## config.mk

```make
export PLATFORM = sky130hd
export DESIGN_NAME = sysctl_guard
export DESIGN_NICKNAME = d
export VERILOG_FILES = /design/src/pkg/sysctl_guard_pkg.sv /design/src/hw/sysctl_guard.sv
export SDC_FILE = /design/constraint.sdc
export NUM_CORES = 1
export LEC_CHECK = 0
export ABC_CLOCK_PERIOD_IN_PS = 4430
export BUFFER_PORTS_ARGS = -buffer_cell sky130_fd_sc_hd__buf_2
export CORE_AREA = 3 3 256 258
export CTS_CLUSTER_SIZE = 20
export DETAILED_ROUTE_END_ITERATION = 16
export DIE_AREA = 0 0 259 261
export PLACE_DENSITY = 0.82
export SLEW_MARGIN = 5
export SYNTH_ARGS = -nofsm -noshare
export SYNTH_HDL_FRONTEND = slang
export SYNTH_SLANG_ARGS = --single-unit
```

## constraint.sdc

```tcl
create_clock -name clk -period 4.43 [get_ports clk]
set_input_delay 0.6645 -clock clk [delete_from_list [all_inputs] [get_ports clk]]
set_output_delay 0.6645 -clock clk [all_outputs]
set_load 0.02 [all_outputs]
```

## src/pkg/sysctl_guard_pkg.sv

```systemverilog
// Constants, register selectors and carriers for the system control register access guard.
// Assumes the pipeline presents one decoded coprocessor access per cycle with its mode; the world comes from the select bit.
// What this block does
// - Banked registers hold separate Secure and Non-secure copies chosen by the select bit.
// - Refused accesses raise undefined-instruction and leave the register unchanged.
// - Some control register bits are shared by both copies.
// - Cache dirty status is read-only; other banked registers read/write when privileged.
// - Non-secure writes never change Secure-only registers or Secure banked copies.
// - Non-secure access permissions: Non-secure privileged read, Secure privileged write only.
// - Other Secure-only registers are unreadable from any Non-secure mode.
// - Permission bits 15:14 are unused; system and debug coprocessors are not gated.
// - Access bit 0 limits to Secure privileged; 1 allows all privileged modes.
// - A restricted register governed by one bit is undefined on any access.
// - Restricted parts of a multi-bit-governed register read zero and ignore writes.
// - Bits 13:0 gate coprocessor access control; bit 16 cache lockdown; bit 17 TLB lockdown.
// - Bit 18 gates DMA control; TCM permission bit 0 gates each TCM region.
// - While the lock input is high, writes to locked Secure registers are undefined.
// - The lock never affects reads, nor Non-secure register accesses.
// - Lock changes take effect quickly, at the latest after a pipeline flush.
// - Lock covers control, translation base, control, domain, vector bases, process ID writes.
// - Lock covers TCM permission registers, and TCM regions only while restricted.
// - Secure configuration register is Secure-only and separate from the Secure control copy.
// - Select bit picks copies for explicit accesses; usage follows the request's world.
// - User mode accesses are undefined except flush, barrier and user-enabled DMA.
// - Select bit is bit 0 of secure configuration; monitor mode is always Secure.
package sysctl_guard_pkg;
	localparam int DATA_W = 32;
	typedef enum logic [4:0] {
		SEL_CONTROL = 5'h00, SEL_AUX_CONTROL = 5'h01, SEL_CP_ACCESS = 5'h02, SEL_SEC_CONFIG = 5'h03,
		SEL_SEC_DEBUG = 5'h04, SEL_NS_PERMS = 5'h05, SEL_TRANS_BASE0 = 5'h06, SEL_TRANS_CTRL = 5'h07,
		SEL_DOMAIN = 5'h08, SEL_DIRTY_STATUS = 5'h09, SEL_WATCH_FAULT = 5'h0a, SEL_DTCM_REGION = 5'h0b,
		SEL_ITCM_REGION = 5'h0c, SEL_DTCM_PERM = 5'h0d, SEL_ITCM_PERM = 5'h0e, SEL_DCACHE_LOCK = 5'h0f,
		SEL_ICACHE_LOCK = 5'h10, SEL_TLB_LOCK = 5'h11, SEL_DMA_CTRL = 5'h12, SEL_VECTOR_BASE = 5'h13,
		SEL_MONITOR_BASE = 5'h14, SEL_PROCESS_ID = 5'h15, SEL_TCM_SELECT = 5'h16, SEL_FLUSH = 5'h17,
		SEL_BARRIER = 5'h18
	} reg_sel_t;
	typedef enum logic [1:0] {MODE_USER = 2'h0, MODE_PRIV = 2'h1, MODE_MONITOR = 2'h2} cpu_mode_t;
	typedef struct packed {
		logic valid;
		logic write;
		reg_sel_t sel;
		cpu_mode_t mode;
		logic [DATA_W-1:0] wdata;
	} access_req_t;
	typedef struct packed {
		logic valid;
		logic undef;
		logic [DATA_W-1:0] rdata;
	} access_rsp_t;
	localparam int SELECT_BIT = 0;
	localparam int NSP_CP_ACCESS_MSB = 13;
	localparam int NSP_CACHE_LOCK_BIT = 16;
	localparam int NSP_TLB_LOCK_BIT = 17;
	localparam int NSP_DMA_BIT = 18;
	localparam int TCM_PERM_BIT = 0;
	localparam int CP_FIELD_W = 2;
	localparam logic [DATA_W-1:0] NSP_WRITE_MASK = 32'h0007_3fff;
	localparam logic [DATA_W-1:0] TCM_PERM_MASK = 32'h0000_0001;
	localparam logic [DATA_W-1:0] CTRL_SHARED_MASK = 32'h0000_2480;
	localparam logic [DATA_W-1:0] SEC_CONFIG_MASK = 32'h0000_007f;
	localparam logic [DATA_W-1:0] RESET_ZERO = 32'h0000_0000;
endpackage

```

## src/hw/sysctl_guard.sv

```systemverilog
// Access guard and register store for the security-sensitive system control registers.
// Assumes the pipeline holds one access per cycle and routes the undefined flag to exception logic.
`timescale 1ns/1ps
`default_nettype none
module sysctl_guard #(
	parameter int DATA_W = 32
) (
	input wire logic clk,
	input wire logic resetn,
	input wire sysctl_guard_pkg::access_req_t req,
	input wire logic secure_write_lock_input,
	output sysctl_guard_pkg::access_rsp_t rsp,
	output logic security_select_bit,
	output logic [DATA_W-1:0] control_secure,
	output logic [DATA_W-1:0] control_nonsecure,
	output logic dma_access_permission_bit,
	output logic data_tcm_permission_bit,
	output logic instr_tcm_permission_bit
);
	import sysctl_guard_pkg::*;

	initial begin
		if (DATA_W != 32) begin
			$error("sysctl_guard supports only 32-bit data");
		end
	end

	// The lock pin comes from a separate security block, so it is synchronised; two cycles is well
	// inside the flush window that software must issue after changing it.
	logic lock_meta_reg;
	logic lock_sync_reg;
	always_ff @(posedge clk or negedge resetn) begin
		if (!resetn) begin
			lock_meta_reg <= 1'b0;
			lock_sync_reg <= 1'b0;
		end else begin
			lock_meta_reg <= secure_write_lock_input;
			lock_sync_reg <= lock_meta_reg;
		end
	end

	// Secure-only and common registers, one copy each.
	logic [DATA_W-1:0] sec_config_reg;
	logic [DATA_W-1:0] sec_debug_reg;
	logic [DATA_W-1:0] ns_perms_reg;
	logic [DATA_W-1:0] dtcm_perm_reg;
	logic [DATA_W-1:0] itcm_perm_reg;
	logic [DATA_W-1:0] watch_fault_reg;
	logic [DATA_W-1:0] monitor_base_reg;
	logic [DATA_W-1:0] cp_access_reg;
	logic [DATA_W-1:0] dtcm_region_reg;
	logic [DATA_W-1:0] itcm_region_reg;
	logic [DATA_W-1:0] dcache_lock_reg;
	logic [DATA_W-1:0] icache_lock_reg;
	logic [DATA_W-1:0] tlb_lock_reg;
	logic [DATA_W-1:0] dma_ctrl_reg;
	// Banked registers: index 0 is the Secure copy, index 1 the Non-secure copy.
	logic [DATA_W-1:0] ctrl_bank_reg [2];
	logic [DATA_W-1:0] aux_bank_reg [2];
	logic [DATA_W-1:0] tbase_bank_reg [2];
	logic [DATA_W-1:0] tctrl_bank_reg [2];
	logic [DATA_W-1:0] domain_bank_reg [2];
	logic [DATA_W-1:0] vbase_bank_reg [2];
	logic [DATA_W-1:0] pid_bank_reg [2];
	logic [DATA_W-1:0] tcmsel_bank_reg [2];
	logic [DATA_W-1:0] ctrl_shared_reg;

	wire is_monitor = (req.mode == MODE_MONITOR);
	wire is_user = (req.mode == MODE_USER);
	wire sel_bit = sec_config_reg[SELECT_BIT];
	wire world_ns = sel_bit && !is_monitor;
	// Monitor mode reaches the copy named by the select bit.
	wire bank = sel_bit;
	wire sec_priv = !is_user && !world_ns;
	wire ns_priv = !is_user && world_ns;

	wire sel_banked = (req.sel == SEL_CONTROL) ||
		(req.sel == SEL_AUX_CONTROL) ||
		(req.sel == SEL_TRANS_BASE0) ||
		(req.sel == SEL_TRANS_CTRL) ||
		(req.sel == SEL_DOMAIN) ||
		(req.sel == SEL_DIRTY_STATUS) ||
		(req.sel == SEL_VECTOR_BASE) ||
		(req.sel == SEL_PROCESS_ID) ||
		(req.sel == SEL_TCM_SELECT);
	wire sel_secure_only = (req.sel == SEL_SEC_CONFIG) ||
		(req.sel == SEL_SEC_DEBUG) ||
		(req.sel == SEL_WATCH_FAULT) ||
		(req.sel == SEL_DTCM_PERM) ||
		(req.sel == SEL_ITCM_PERM) ||
		(req.sel == SEL_MONITOR_BASE);
	wire nsp_dtcm = dtcm_perm_reg[TCM_PERM_BIT];
	wire nsp_itcm = itcm_perm_reg[TCM_PERM_BIT];
	wire nsp_cache = ns_perms_reg[NSP_CACHE_LOCK_BIT];
	wire nsp_tlb = ns_perms_reg[NSP_TLB_LOCK_BIT];
	wire nsp_dma = ns_perms_reg[NSP_DMA_BIT];
	// Single-bit governed registers: allowed when Secure privileged or the bit is set.
	wire single_gate = (req.sel == SEL_DTCM_REGION) ? nsp_dtcm :
		(req.sel == SEL_ITCM_REGION) ? nsp_itcm :
		((req.sel == SEL_DCACHE_LOCK) || (req.sel == SEL_ICACHE_LOCK)) ? nsp_cache :
		(req.sel == SEL_TLB_LOCK) ? nsp_tlb :
		(req.sel == SEL_DMA_CTRL) ? nsp_dma : 1'b1;
	wire sel_single = (req.sel == SEL_DTCM_REGION) ||
		(req.sel == SEL_ITCM_REGION) ||
		(req.sel == SEL_DCACHE_LOCK) ||
		(req.sel == SEL_ICACHE_LOCK) ||
		(req.sel == SEL_TLB_LOCK) ||
		(req.sel == SEL_DMA_CTRL);
	// Per-field mask of the coprocessor access register open to Non-secure, two bits per coprocessor.
	logic [DATA_W-1:0] cp_open_mask;
	always_comb begin
		cp_open_mask = RESET_ZERO;
		for (int i = 0; i <= NSP_CP_ACCESS_MSB; i++) begin
			cp_open_mask[i*CP_FIELD_W +: CP_FIELD_W] = {CP_FIELD_W{ns_perms_reg[i] || !world_ns}};
		end
	end

	wire user_ok = (req.sel == SEL_FLUSH) || (req.sel == SEL_BARRIER) ||
		((req.sel == SEL_DMA_CTRL) && dma_ctrl_reg[0] && (!world_ns || nsp_dma));
	// Only the Secure copy is locked, so monitor code can still set up the Non-secure side.
	wire lock_target = (req.sel == SEL_CONTROL) ||
		(req.sel == SEL_TRANS_BASE0) ||
		(req.sel == SEL_TRANS_CTRL) ||
		(req.sel == SEL_DOMAIN) ||
		(req.sel == SEL_VECTOR_BASE) ||
		(req.sel == SEL_PROCESS_ID);
	wire lock_hit = lock_sync_reg && req.write && !world_ns && (((lock_target && !bank) ||
		(req.sel == SEL_MONITOR_BASE) || (req.sel == SEL_DTCM_PERM) || (req.sel == SEL_ITCM_PERM)) ||
		((req.sel == SEL_DTCM_REGION) && !nsp_dtcm) || ((req.sel == SEL_ITCM_REGION) && !nsp_itcm));

	logic refuse;
	always_comb begin
		refuse = 1'b0;
		if (is_user) begin
			refuse = !user_ok;
		end else if (req.sel == SEL_NS_PERMS) begin
			refuse = world_ns && req.write;
		end else if (sel_secure_only) begin
			refuse = world_ns;
		end else if (sel_single) begin
			refuse = world_ns && !single_gate;
		end else if (req.sel == SEL_DIRTY_STATUS) begin
			refuse = req.write;
		end
	end
	wire undef_now = req.valid && (refuse || lock_hit);
	wire do_write = req.valid && req.write && !undef_now;
	wire [DATA_W-1:0] wd = req.wdata;
	wire [DATA_W-1:0] ctrl_view = (ctrl_bank_reg[bank] & ~CTRL_SHARED_MASK) | (ctrl_shared_reg & CTRL_SHARED_MASK);

	logic [DATA_W-1:0] rd;
	always_comb begin
		case (req.sel)
			SEL_CONTROL: rd = ctrl_view;
			SEL_AUX_CONTROL: rd = aux_bank_reg[bank];
			SEL_CP_ACCESS: rd = cp_access_reg & cp_open_mask;
			SEL_SEC_CONFIG: rd = sec_config_reg;
			SEL_SEC_DEBUG: rd = sec_debug_reg;
			SEL_NS_PERMS: rd = ns_perms_reg;
			SEL_TRANS_BASE0: rd = tbase_bank_reg[bank];
			SEL_TRANS_CTRL: rd = tctrl_bank_reg[bank];
			SEL_DOMAIN: rd = domain_bank_reg[bank];
			SEL_WATCH_FAULT: rd = watch_fault_reg;
			SEL_DTCM_REGION: rd = dtcm_region_reg;
			SEL_ITCM_REGION: rd = itcm_region_reg;
			SEL_DTCM_PERM: rd = dtcm_perm_reg;
			SEL_ITCM_PERM: rd = itcm_perm_reg;
			SEL_DCACHE_LOCK: rd = dcache_lock_reg;
			SEL_ICACHE_LOCK: rd = icache_lock_reg;
			SEL_TLB_LOCK: rd = tlb_lock_reg;
			SEL_DMA_CTRL: rd = dma_ctrl_reg;
			SEL_VECTOR_BASE: rd = vbase_bank_reg[bank];
			SEL_MONITOR_BASE: rd = monitor_base_reg;
			SEL_PROCESS_ID: rd = pid_bank_reg[bank];
			SEL_TCM_SELECT: rd = tcmsel_bank_reg[bank];
			default: rd = RESET_ZERO;
		endcase
	end

	always_ff @(posedge clk or negedge resetn) begin
		if (!resetn) begin
			rsp <= '0;
		end else begin
			rsp.valid <= req.valid;
			rsp.undef <= undef_now;
			rsp.rdata <= (req.valid && !req.write && !undef_now) ? rd : RESET_ZERO;
		end
	end

	// Non-secure writes to the shared control bits are dropped: they are Secure-owned.
	always_ff @(posedge clk or negedge resetn) begin
		if (!resetn) begin
			sec_config_reg <= RESET_ZERO;
			sec_debug_reg <= RESET_ZERO;
			ns_perms_reg <= RESET_ZERO;
			dtcm_perm_reg <= RESET_ZERO;
			itcm_perm_reg <= RESET_ZERO;
			watch_fault_reg <= RESET_ZERO;
			monitor_base_reg <= RESET_ZERO;
			cp_access_reg <= RESET_ZERO;
			dtcm_region_reg <= RESET_ZERO;
			itcm_region_reg <= RESET_ZERO;
			dcache_lock_reg <= RESET_ZERO;
			icache_lock_reg <= RESET_ZERO;
			tlb_lock_reg <= RESET_ZERO;
			dma_ctrl_reg <= RESET_ZERO;
			ctrl_shared_reg <= RESET_ZERO;
			for (int b = 0; b < 2; b++) begin
				ctrl_bank_reg[b] <= RESET_ZERO;
				aux_bank_reg[b] <= RESET_ZERO;
				tbase_bank_reg[b] <= RESET_ZERO;
				tctrl_bank_reg[b] <= RESET_ZERO;
				domain_bank_reg[b] <= RESET_ZERO;
				vbase_bank_reg[b] <= RESET_ZERO;
				pid_bank_reg[b] <= RESET_ZERO;
				tcmsel_bank_reg[b] <= RESET_ZERO;
			end
		end else if (do_write) begin
			case (req.sel)
				SEL_CONTROL: begin
					ctrl_bank_reg[bank] <= wd;
					if (!world_ns) begin
						ctrl_shared_reg <= wd & CTRL_SHARED_MASK;
					end
				end
				SEL_AUX_CONTROL: aux_bank_reg[bank] <= wd;
				SEL_CP_ACCESS: cp_access_reg <= (cp_access_reg & ~cp_open_mask) | (wd & cp_open_mask);
				SEL_SEC_CONFIG: sec_config_reg <= wd & SEC_CONFIG_MASK;
				SEL_SEC_DEBUG: sec_debug_reg <= wd;
				SEL_NS_PERMS: ns_perms_reg <= wd & NSP_WRITE_MASK;
				SEL_TRANS_BASE0: tbase_bank_reg[bank] <= wd;
				SEL_TRANS_CTRL: tctrl_bank_reg[bank] <= wd;
				SEL_DOMAIN: domain_bank_reg[bank] <= wd;
				SEL_WATCH_FAULT: watch_fault_reg <= wd;
				SEL_DTCM_REGION: dtcm_region_reg <= wd;
				SEL_ITCM_REGION: itcm_region_reg <= wd;
				SEL_DTCM_PERM: dtcm_perm_reg <= wd & TCM_PERM_MASK;
				SEL_ITCM_PERM: itcm_perm_reg <= wd & TCM_PERM_MASK;
				SEL_DCACHE_LOCK: dcache_lock_reg <= wd;
				SEL_ICACHE_LOCK: icache_lock_reg <= wd;
				SEL_TLB_LOCK: tlb_lock_reg <= wd;
				SEL_DMA_CTRL: dma_ctrl_reg <= wd;
				SEL_VECTOR_BASE: vbase_bank_reg[bank] <= wd;
				SEL_MONITOR_BASE: monitor_base_reg <= wd;
				SEL_PROCESS_ID: pid_bank_reg[bank] <= wd;
				SEL_TCM_SELECT: tcmsel_bank_reg[bank] <= wd;
				default: ;
			endcase
		end
	end

	always_ff @(posedge clk or negedge resetn) begin
		if (!resetn) begin
			security_select_bit <= 1'b0;
			control_secure <= RESET_ZERO;
			control_nonsecure <= RESET_ZERO;
			dma_access_permission_bit <= 1'b0;
			data_tcm_permission_bit <= 1'b0;
			instr_tcm_permission_bit <= 1'b0;
		end else begin
			security_select_bit <= sel_bit;
			control_secure <= (ctrl_bank_reg[0] & ~CTRL_SHARED_MASK) | ctrl_shared_reg;
			control_nonsecure <= (ctrl_bank_reg[1] & ~CTRL_SHARED_MASK) | ctrl_shared_reg;
			dma_access_permission_bit <= nsp_dma;
			data_tcm_permission_bit <= nsp_dtcm;
			instr_tcm_permission_bit <= nsp_itcm;
		end
	end

	a_user_refused: assert property (@(posedge clk) disable iff (!resetn)
		req.valid && is_user && (req.sel == SEL_CONTROL) |=> rsp.undef) else $error("user control access not refused");
	a_ns_secure_read: assert property (@(posedge clk) disable iff (!resetn)
		req.valid && ns_priv && (req.sel == SEL_SEC_CONFIG) |=> rsp.undef && rsp.rdata == 32'h0) else $error("secure read leaked");
	a_perms_ns_read: assert property (@(posedge clk) disable iff (!resetn)
		req.valid && ns_priv && (req.sel == SEL_NS_PERMS) |=> rsp.undef == $past(req.write)) else $error("permission register access wrong");
	a_dirty_readonly: assert property (@(posedge clk) disable iff (!resetn)
		req.valid && !is_user && req.write && (req.sel == SEL_DIRTY_STATUS) |=> rsp.undef) else $error("dirty status write allowed");
	a_lock_blocks: assert property (@(posedge clk) disable iff (!resetn)
		lock_sync_reg && req.valid && sec_priv && req.write && (req.sel == SEL_MONITOR_BASE)
		|=> rsp.undef && $stable(monitor_base_reg)) else $error("locked write not refused");
	a_lock_read_free: assert property (@(posedge clk) disable iff (!resetn)
		req.valid && sec_priv && !req.write && (req.sel == SEL_MONITOR_BASE) |=> !rsp.undef) else $error("lock affected a read");
	a_lock_latency: assert property (@(posedge clk) disable iff (!resetn)
		$rose(secure_write_lock_input) ##1 secure_write_lock_input |=> lock_sync_reg) else $error("lock too slow");
	a_tcm_region_gate: assert property (@(posedge clk) disable iff (!resetn)
		req.valid && ns_priv && (req.sel == SEL_DTCM_REGION) |=> rsp.undef == !$past(nsp_dtcm)) else $error("tcm region gate wrong");
	a_ns_no_secure_copy: assert property (@(posedge clk) disable iff (!resetn)
		req.valid && world_ns && req.write && (req.sel == SEL_TRANS_BASE0) |=> $stable(tbase_bank_reg[0])) else $error("secure copy changed");
	a_sec_debug_hidden: assert property (@(posedge clk) disable iff (!resetn)
		req.valid && ns_priv && (req.sel == SEL_SEC_DEBUG)
		|=> rsp.undef) else $error("secure debug access from non-secure");
	a_watch_hidden: assert property (@(posedge clk) disable iff (!resetn)
		req.valid && ns_priv && (req.sel == SEL_WATCH_FAULT)
		|=> rsp.undef) else $error("watchpoint fault access from non-secure");
	a_config_ns_write: assert property (@(posedge clk) disable iff (!resetn)
		req.valid && world_ns && req.write && (req.sel == SEL_SEC_CONFIG)
		|=> $stable(sec_config_reg)) else $error("secure config changed from non-secure");
	a_perms_unused_bits: assert property (@(posedge clk) disable iff (!resetn)
		req.valid && sec_priv && req.write && (req.sel == SEL_NS_PERMS)
		|=> !rsp.undef && (ns_perms_reg[15:14] == 2'h0)) else $error("unused permission bits set");
	a_cache_lock_gate: assert property (@(posedge clk) disable iff (!resetn)
		req.valid && ns_priv && (req.sel == SEL_DCACHE_LOCK)
		|=> rsp.undef == !$past(nsp_cache)) else $error("cache lockdown gate wrong");
	a_tlb_lock_gate: assert property (@(posedge clk) disable iff (!resetn)
		req.valid && ns_priv && (req.sel == SEL_TLB_LOCK)
		|=> rsp.undef == !$past(nsp_tlb)) else $error("tlb lockdown gate wrong");
	a_dma_gate: assert property (@(posedge clk) disable iff (!resetn)
		req.valid && ns_priv && (req.sel == SEL_DMA_CTRL)
		|=> rsp.undef == !$past(nsp_dma)) else $error("dma control gate wrong");
	a_itcm_region_gate: assert property (@(posedge clk) disable iff (!resetn)
		req.valid && ns_priv && (req.sel == SEL_ITCM_REGION)
		|=> rsp.undef == !$past(nsp_itcm)) else $error("instruction tcm region gate wrong");
	a_secure_priv_open: assert property (@(posedge clk) disable iff (!resetn)
		req.valid && sec_priv && sel_single && !lock_sync_reg
		|=> !rsp.undef) else $error("secure privileged access refused");
	a_cp_partial_mask: assert property (@(posedge clk) disable iff (!resetn)
		req.valid && ns_priv && !req.write && (req.sel == SEL_CP_ACCESS)
		|=> !rsp.undef && ((rsp.rdata & ~$past(cp_open_mask)) == RESET_ZERO)) else $error("closed field read");
	a_lock_tcm_perm: assert property (@(posedge clk) disable iff (!resetn)
		lock_sync_reg && req.valid && sec_priv && req.write && (req.sel == SEL_DTCM_PERM)
		|=> rsp.undef) else $error("locked tcm permission write allowed");
	a_lock_ns_free: assert property (@(posedge clk) disable iff (!resetn)
		lock_sync_reg && req.valid && ns_priv && req.write && (req.sel == SEL_CONTROL)
		|=> !rsp.undef) else $error("lock refused a non-secure write");
	a_lock_control: assert property (@(posedge clk) disable iff (!resetn)
		lock_sync_reg && req.valid && sec_priv && !bank && req.write && (req.sel == SEL_CONTROL)
		|=> rsp.undef) else $error("locked control write allowed");
	a_shared_ns_write: assert property (@(posedge clk) disable iff (!resetn)
		req.valid && ns_priv && req.write && (req.sel == SEL_CONTROL)
		|=> $stable(ctrl_shared_reg)) else $error("shared control bits changed from non-secure");
	a_undef_no_write: assert property (@(posedge clk) disable iff (!resetn)
		req.valid && req.write && undef_now && (req.sel == SEL_DOMAIN)
		|=> $stable(domain_bank_reg[0]) && $stable(domain_bank_reg[1])) else $error("refused write landed");
	a_rsp_follows: assert property (@(posedge clk) disable iff (!resetn)
		req.valid
		|=> rsp.valid) else $error("answer missing");
	a_monitor_bank: assert property (@(posedge clk) disable iff (!resetn)
		req.valid && is_monitor && !req.write && (req.sel == SEL_TRANS_BASE0)
		|=> rsp.rdata == $past(tbase_bank_reg[bank])) else $error("monitor read wrong copy");
	c_monitor_ns_write: cover property (@(posedge clk) req.valid && is_monitor && sel_bit && req.write && do_write);
	c_banked_ns_read: cover property (@(posedge clk) req.valid && ns_priv && sel_banked && !req.write);
	c_lock_refusal: cover property (@(posedge clk) lock_hit && req.valid);
	c_cp_partial: cover property (@(posedge clk) req.valid && ns_priv && (req.sel == SEL_CP_ACCESS) && ns_perms_reg[0]);
endmodule
`default_nettype wire

```

==> key figures <==
Drt
  – DR vias: 27900
  – Antenna Nets Post-Route: 0
  – Wire per inst: 31.5 µm
  – Residual DRC count: 0
  – Initial drt markers: 3374
  – Final wirelength: 126 mm
  – Total iterations of the first detailed-routing run: 7
  – DR vias/cell: 7.01

Floorplanning
  – FP Rows: 92
  – Core area: 0.0632 mm²
  – Die height: 261 µm
  – Full die area: 0.0676 mm²
  – Die X: 259 µm
  – IO Pins: roughly 150
  – Initial core utilization: 0.649

Synthesis
  – Synth Area in Simple Gates: 0.0376
  – Synth Register Bits: 952
  – Count leader, synth: dfrtp_1
  – Main synth FF type: dfrtp_1
  – Post-synth EDFFs: 0
  – Synthesized Nets: 2988
  – Top-area cell type share of the netlist area: 0.581
  – Area leader, netlist: dfrtp_1
  – Seq/Total Area, Yosys: 0.581
  – Asr flop ratio synth: 1.00
  – Synth area leaders: dfrtp_1, mux2_2, mux2i_1, a22oi_1, clkbuf_1
  – Distinct cells, synth: 63
  – Synth top cells by count: dfrtp_1, mux2_2, mux2i_1
  – Main combinational cell family by area after synthesis: multiplexers
  – Cell count after synthesis: about 2900
  – Synth warn: 0
  – Post-synthesis compound-gate area fraction: 0.0789
  – Syn Std Cell Area: 0.0410 mm²
  – Synth Area in XOR/XNOR: 0.000214
  – Post-synthesis adder-cell area fraction: 0
  – Mean Syn Cell Area: 13.9 µm²
  – Mux contribution to synthesized area: 0.274

STA
  – Hold Vio Cnt, Final: 0
  – Tmin final: 3.35 ns
  – Worst Skew: 0.0172 ns
  – Slew Limit Headroom: 0.158
  – Final worst-path cycle share: 0.757
  – Fin. max-slew vios: 0
  – Final Hold Slack: 0.0959 ns
  – Setup tns final: 0 ns
  – Count of final setup violators: 0
  – Unrepaired setup endpoints after global routing: no
  – Tightest Pin Transition: 1.26 ns
  – Max frequency: between 200 and 300 MHz

Power
  – PD cells: 421 mW/mm²
  – Max VDD drop: 0.000308 V
  – Leak pwr: ~0.022 µW

Setup path
  – CP max FO: 25
  – Worst setup SP type: primary input
  – CP required: 4.95 ns
  – CP endpoint kind: register
  – WS Path Type: in -> reg
  – Worst Path Arrival: between 3 and 4 ns

GRT
  – Gr ovfl total: 0
  – Initial antenna violation count: 1
  – All-Layer GR Usage: 0.375
  – Vias in the first global route: between 20000 and 30000
  – First-pass GRT wire length: 188 mm
  – Largest net degree at the start of global routing: 101

Placed design
  – Port buffer count: 145
  – GPL Wtd Cong: 0.887
  – Hpwl dp: around 76 mm

Clock network
  – H-tree depth: 3
  – CTS buffer count: 94
  – CTS hold repair buffers: 0
  – Resized Gates After CTS: 0
  – CTS clk-pin slew, worst paths: 0.06 ns
  – Clock Tree Root: clkbuf_16
  – Clk buf depth: 3
  – Post-CTS setup buffer count: 0
  – Sink Count: 952
  – Clock insertion delay at the later pin of the skew report: 0.65 ns
  – CTS tree: built

Job
  – Max-Cap Viols: 0

Min path
  – Worst min path class: in -> async

Cells and area
  – Util after Layout: 0.733
  – Nets@finish: 3112
  – Area Growth Syn to Fin: 12.9%
  – Layout cell share with drive strength beyond 1: 0.426

Outcome
  – Outcome: completed
-- cell type report --
class | instances | area, µm²
Sequential cell | 952 | 23800
Clock inverter | 29 | 249
Multi-Input combinational cell | 1724 | 16200
Fill cell | 3860 | 16900
Inverter | 8 | 30.0
Timing Repair Buffer | 288 | 2160
Clock buffer | 134 | 2770
Tap cell | 846 | 1060
Antenna cell | 1 | 2.50
-- cell usage in the layout (no fill, tap or decap), types with 5 or more instances in the layout --
cell type | Yosys | final
nand2b_1 | 6 | 6
nor2_4 | 1 | 19
mux2_2 | 845 | 845
a221oi_1 | 53 | 53
a21oi_1 | 27 | 27
clkbuf_16 | 0 | 99
a22oi_1 | 123 | 123
mux2_1 | 30 | 30
clkinv_2 | 0 | 21
clkbuf_8 | 0 | 16
buf_4 | 7 | 115
o2bb2ai_1 | 6 | 6
dfrtp_1 | 952 | 951
buf_2 | 61 | 144
clkbuf_1 | 125 | 19
a22o_1 | 11 | 11
a31oi_1 | 14 | 14
o21ai_0 | 64 | 64
nor3_1 | 14 | 12
and3_1 | 11 | 11
a2111oi_0 | 17 | 17
a222oi_1 | 17 | 17
nand2_1 | 95 | 85
buf_12 | 0 | 28
mux2i_1 | 138 | 138
nor4b_4 | 11 | 11
nand3_1 | 27 | 27
o211ai_1 | 36 | 36
o22ai_1 | 30 | 30
nand4_1 | 7 | 7
or2_2 | 5 | 5
a41oi_1 | 18 | 18
nand2_2 | 0 | 10
inv_1 | 8 | 8
nor2_1 | 59 | 37
-- routing by layer --
metal / track usage / share of wire / vias up
met5: 0 / 0.000056 / -
met4: 0.190 / 0.056 / 2
met3: 0.0973 / 0.11 / 474
met2: 0.568 / 0.45 / 1793
met1: 0.506 / 0.38 / 14500
li1: - / - / 11100
-- final timing paths --
kind,from,endpoint,slack [ns],depth (start not counted)
setup / recovery,req[35],vbase_bank_reg[51],1.08,8
hold / removal,resetn,icache_lock_reg[19],0.1,1
setup reg to reg,sec_config_reg[0],rsp[12],1.21,5
hold reg to reg,lock_meta_reg,lock_sync_reg,0.37,0
max in group asynchronous,resetn,control_secure[9],3.02,3
min in group clk,secure_write_lock_input,lock_meta_reg,0.13,1
-- cell families (layout without fill, tap and decap cells) --
logic type	count (synthesis)	in the layout
multiplexers	1013	1013
AND/OR/NAND/NOR	272	272
other	0	1
XOR/XNOR	1	1
buffers and inverters	268	459
AO/OA/AOI/OAI	438	438
flip-flops	952	952
-- power breakdown --
part	switching [µW]	total, µW	internal [µW]
logic	991	1780	788
clock network	3340	7850	4510
registers	452	9860	9410
total	4780	19500	14700
-- critical path, stage by stage --
cell and delay [ns]:
buf_2 0.34, or3_1 0.43, nor2_1 0.08, o311ai_1 0.55, or4b_1 0.79, nor2_4 0.20
buf_4 0.41, mux2_2 0.39
-- per-stage QoR --
step	area [µm²]	setup slack (ns)	power (µW)	instances
after floorplan	41000	1.23	11000	2944
after global routing	46300	1.02	20100	3981
final	46300	1.08	19500	3982
after CTS	46300	1.17	19500	3981
after detailed placement	43300	0.518	11700	3818
after global placement	43300	0.565	11600	3818
Note: power is estimated with default switching activity, not from simulation.
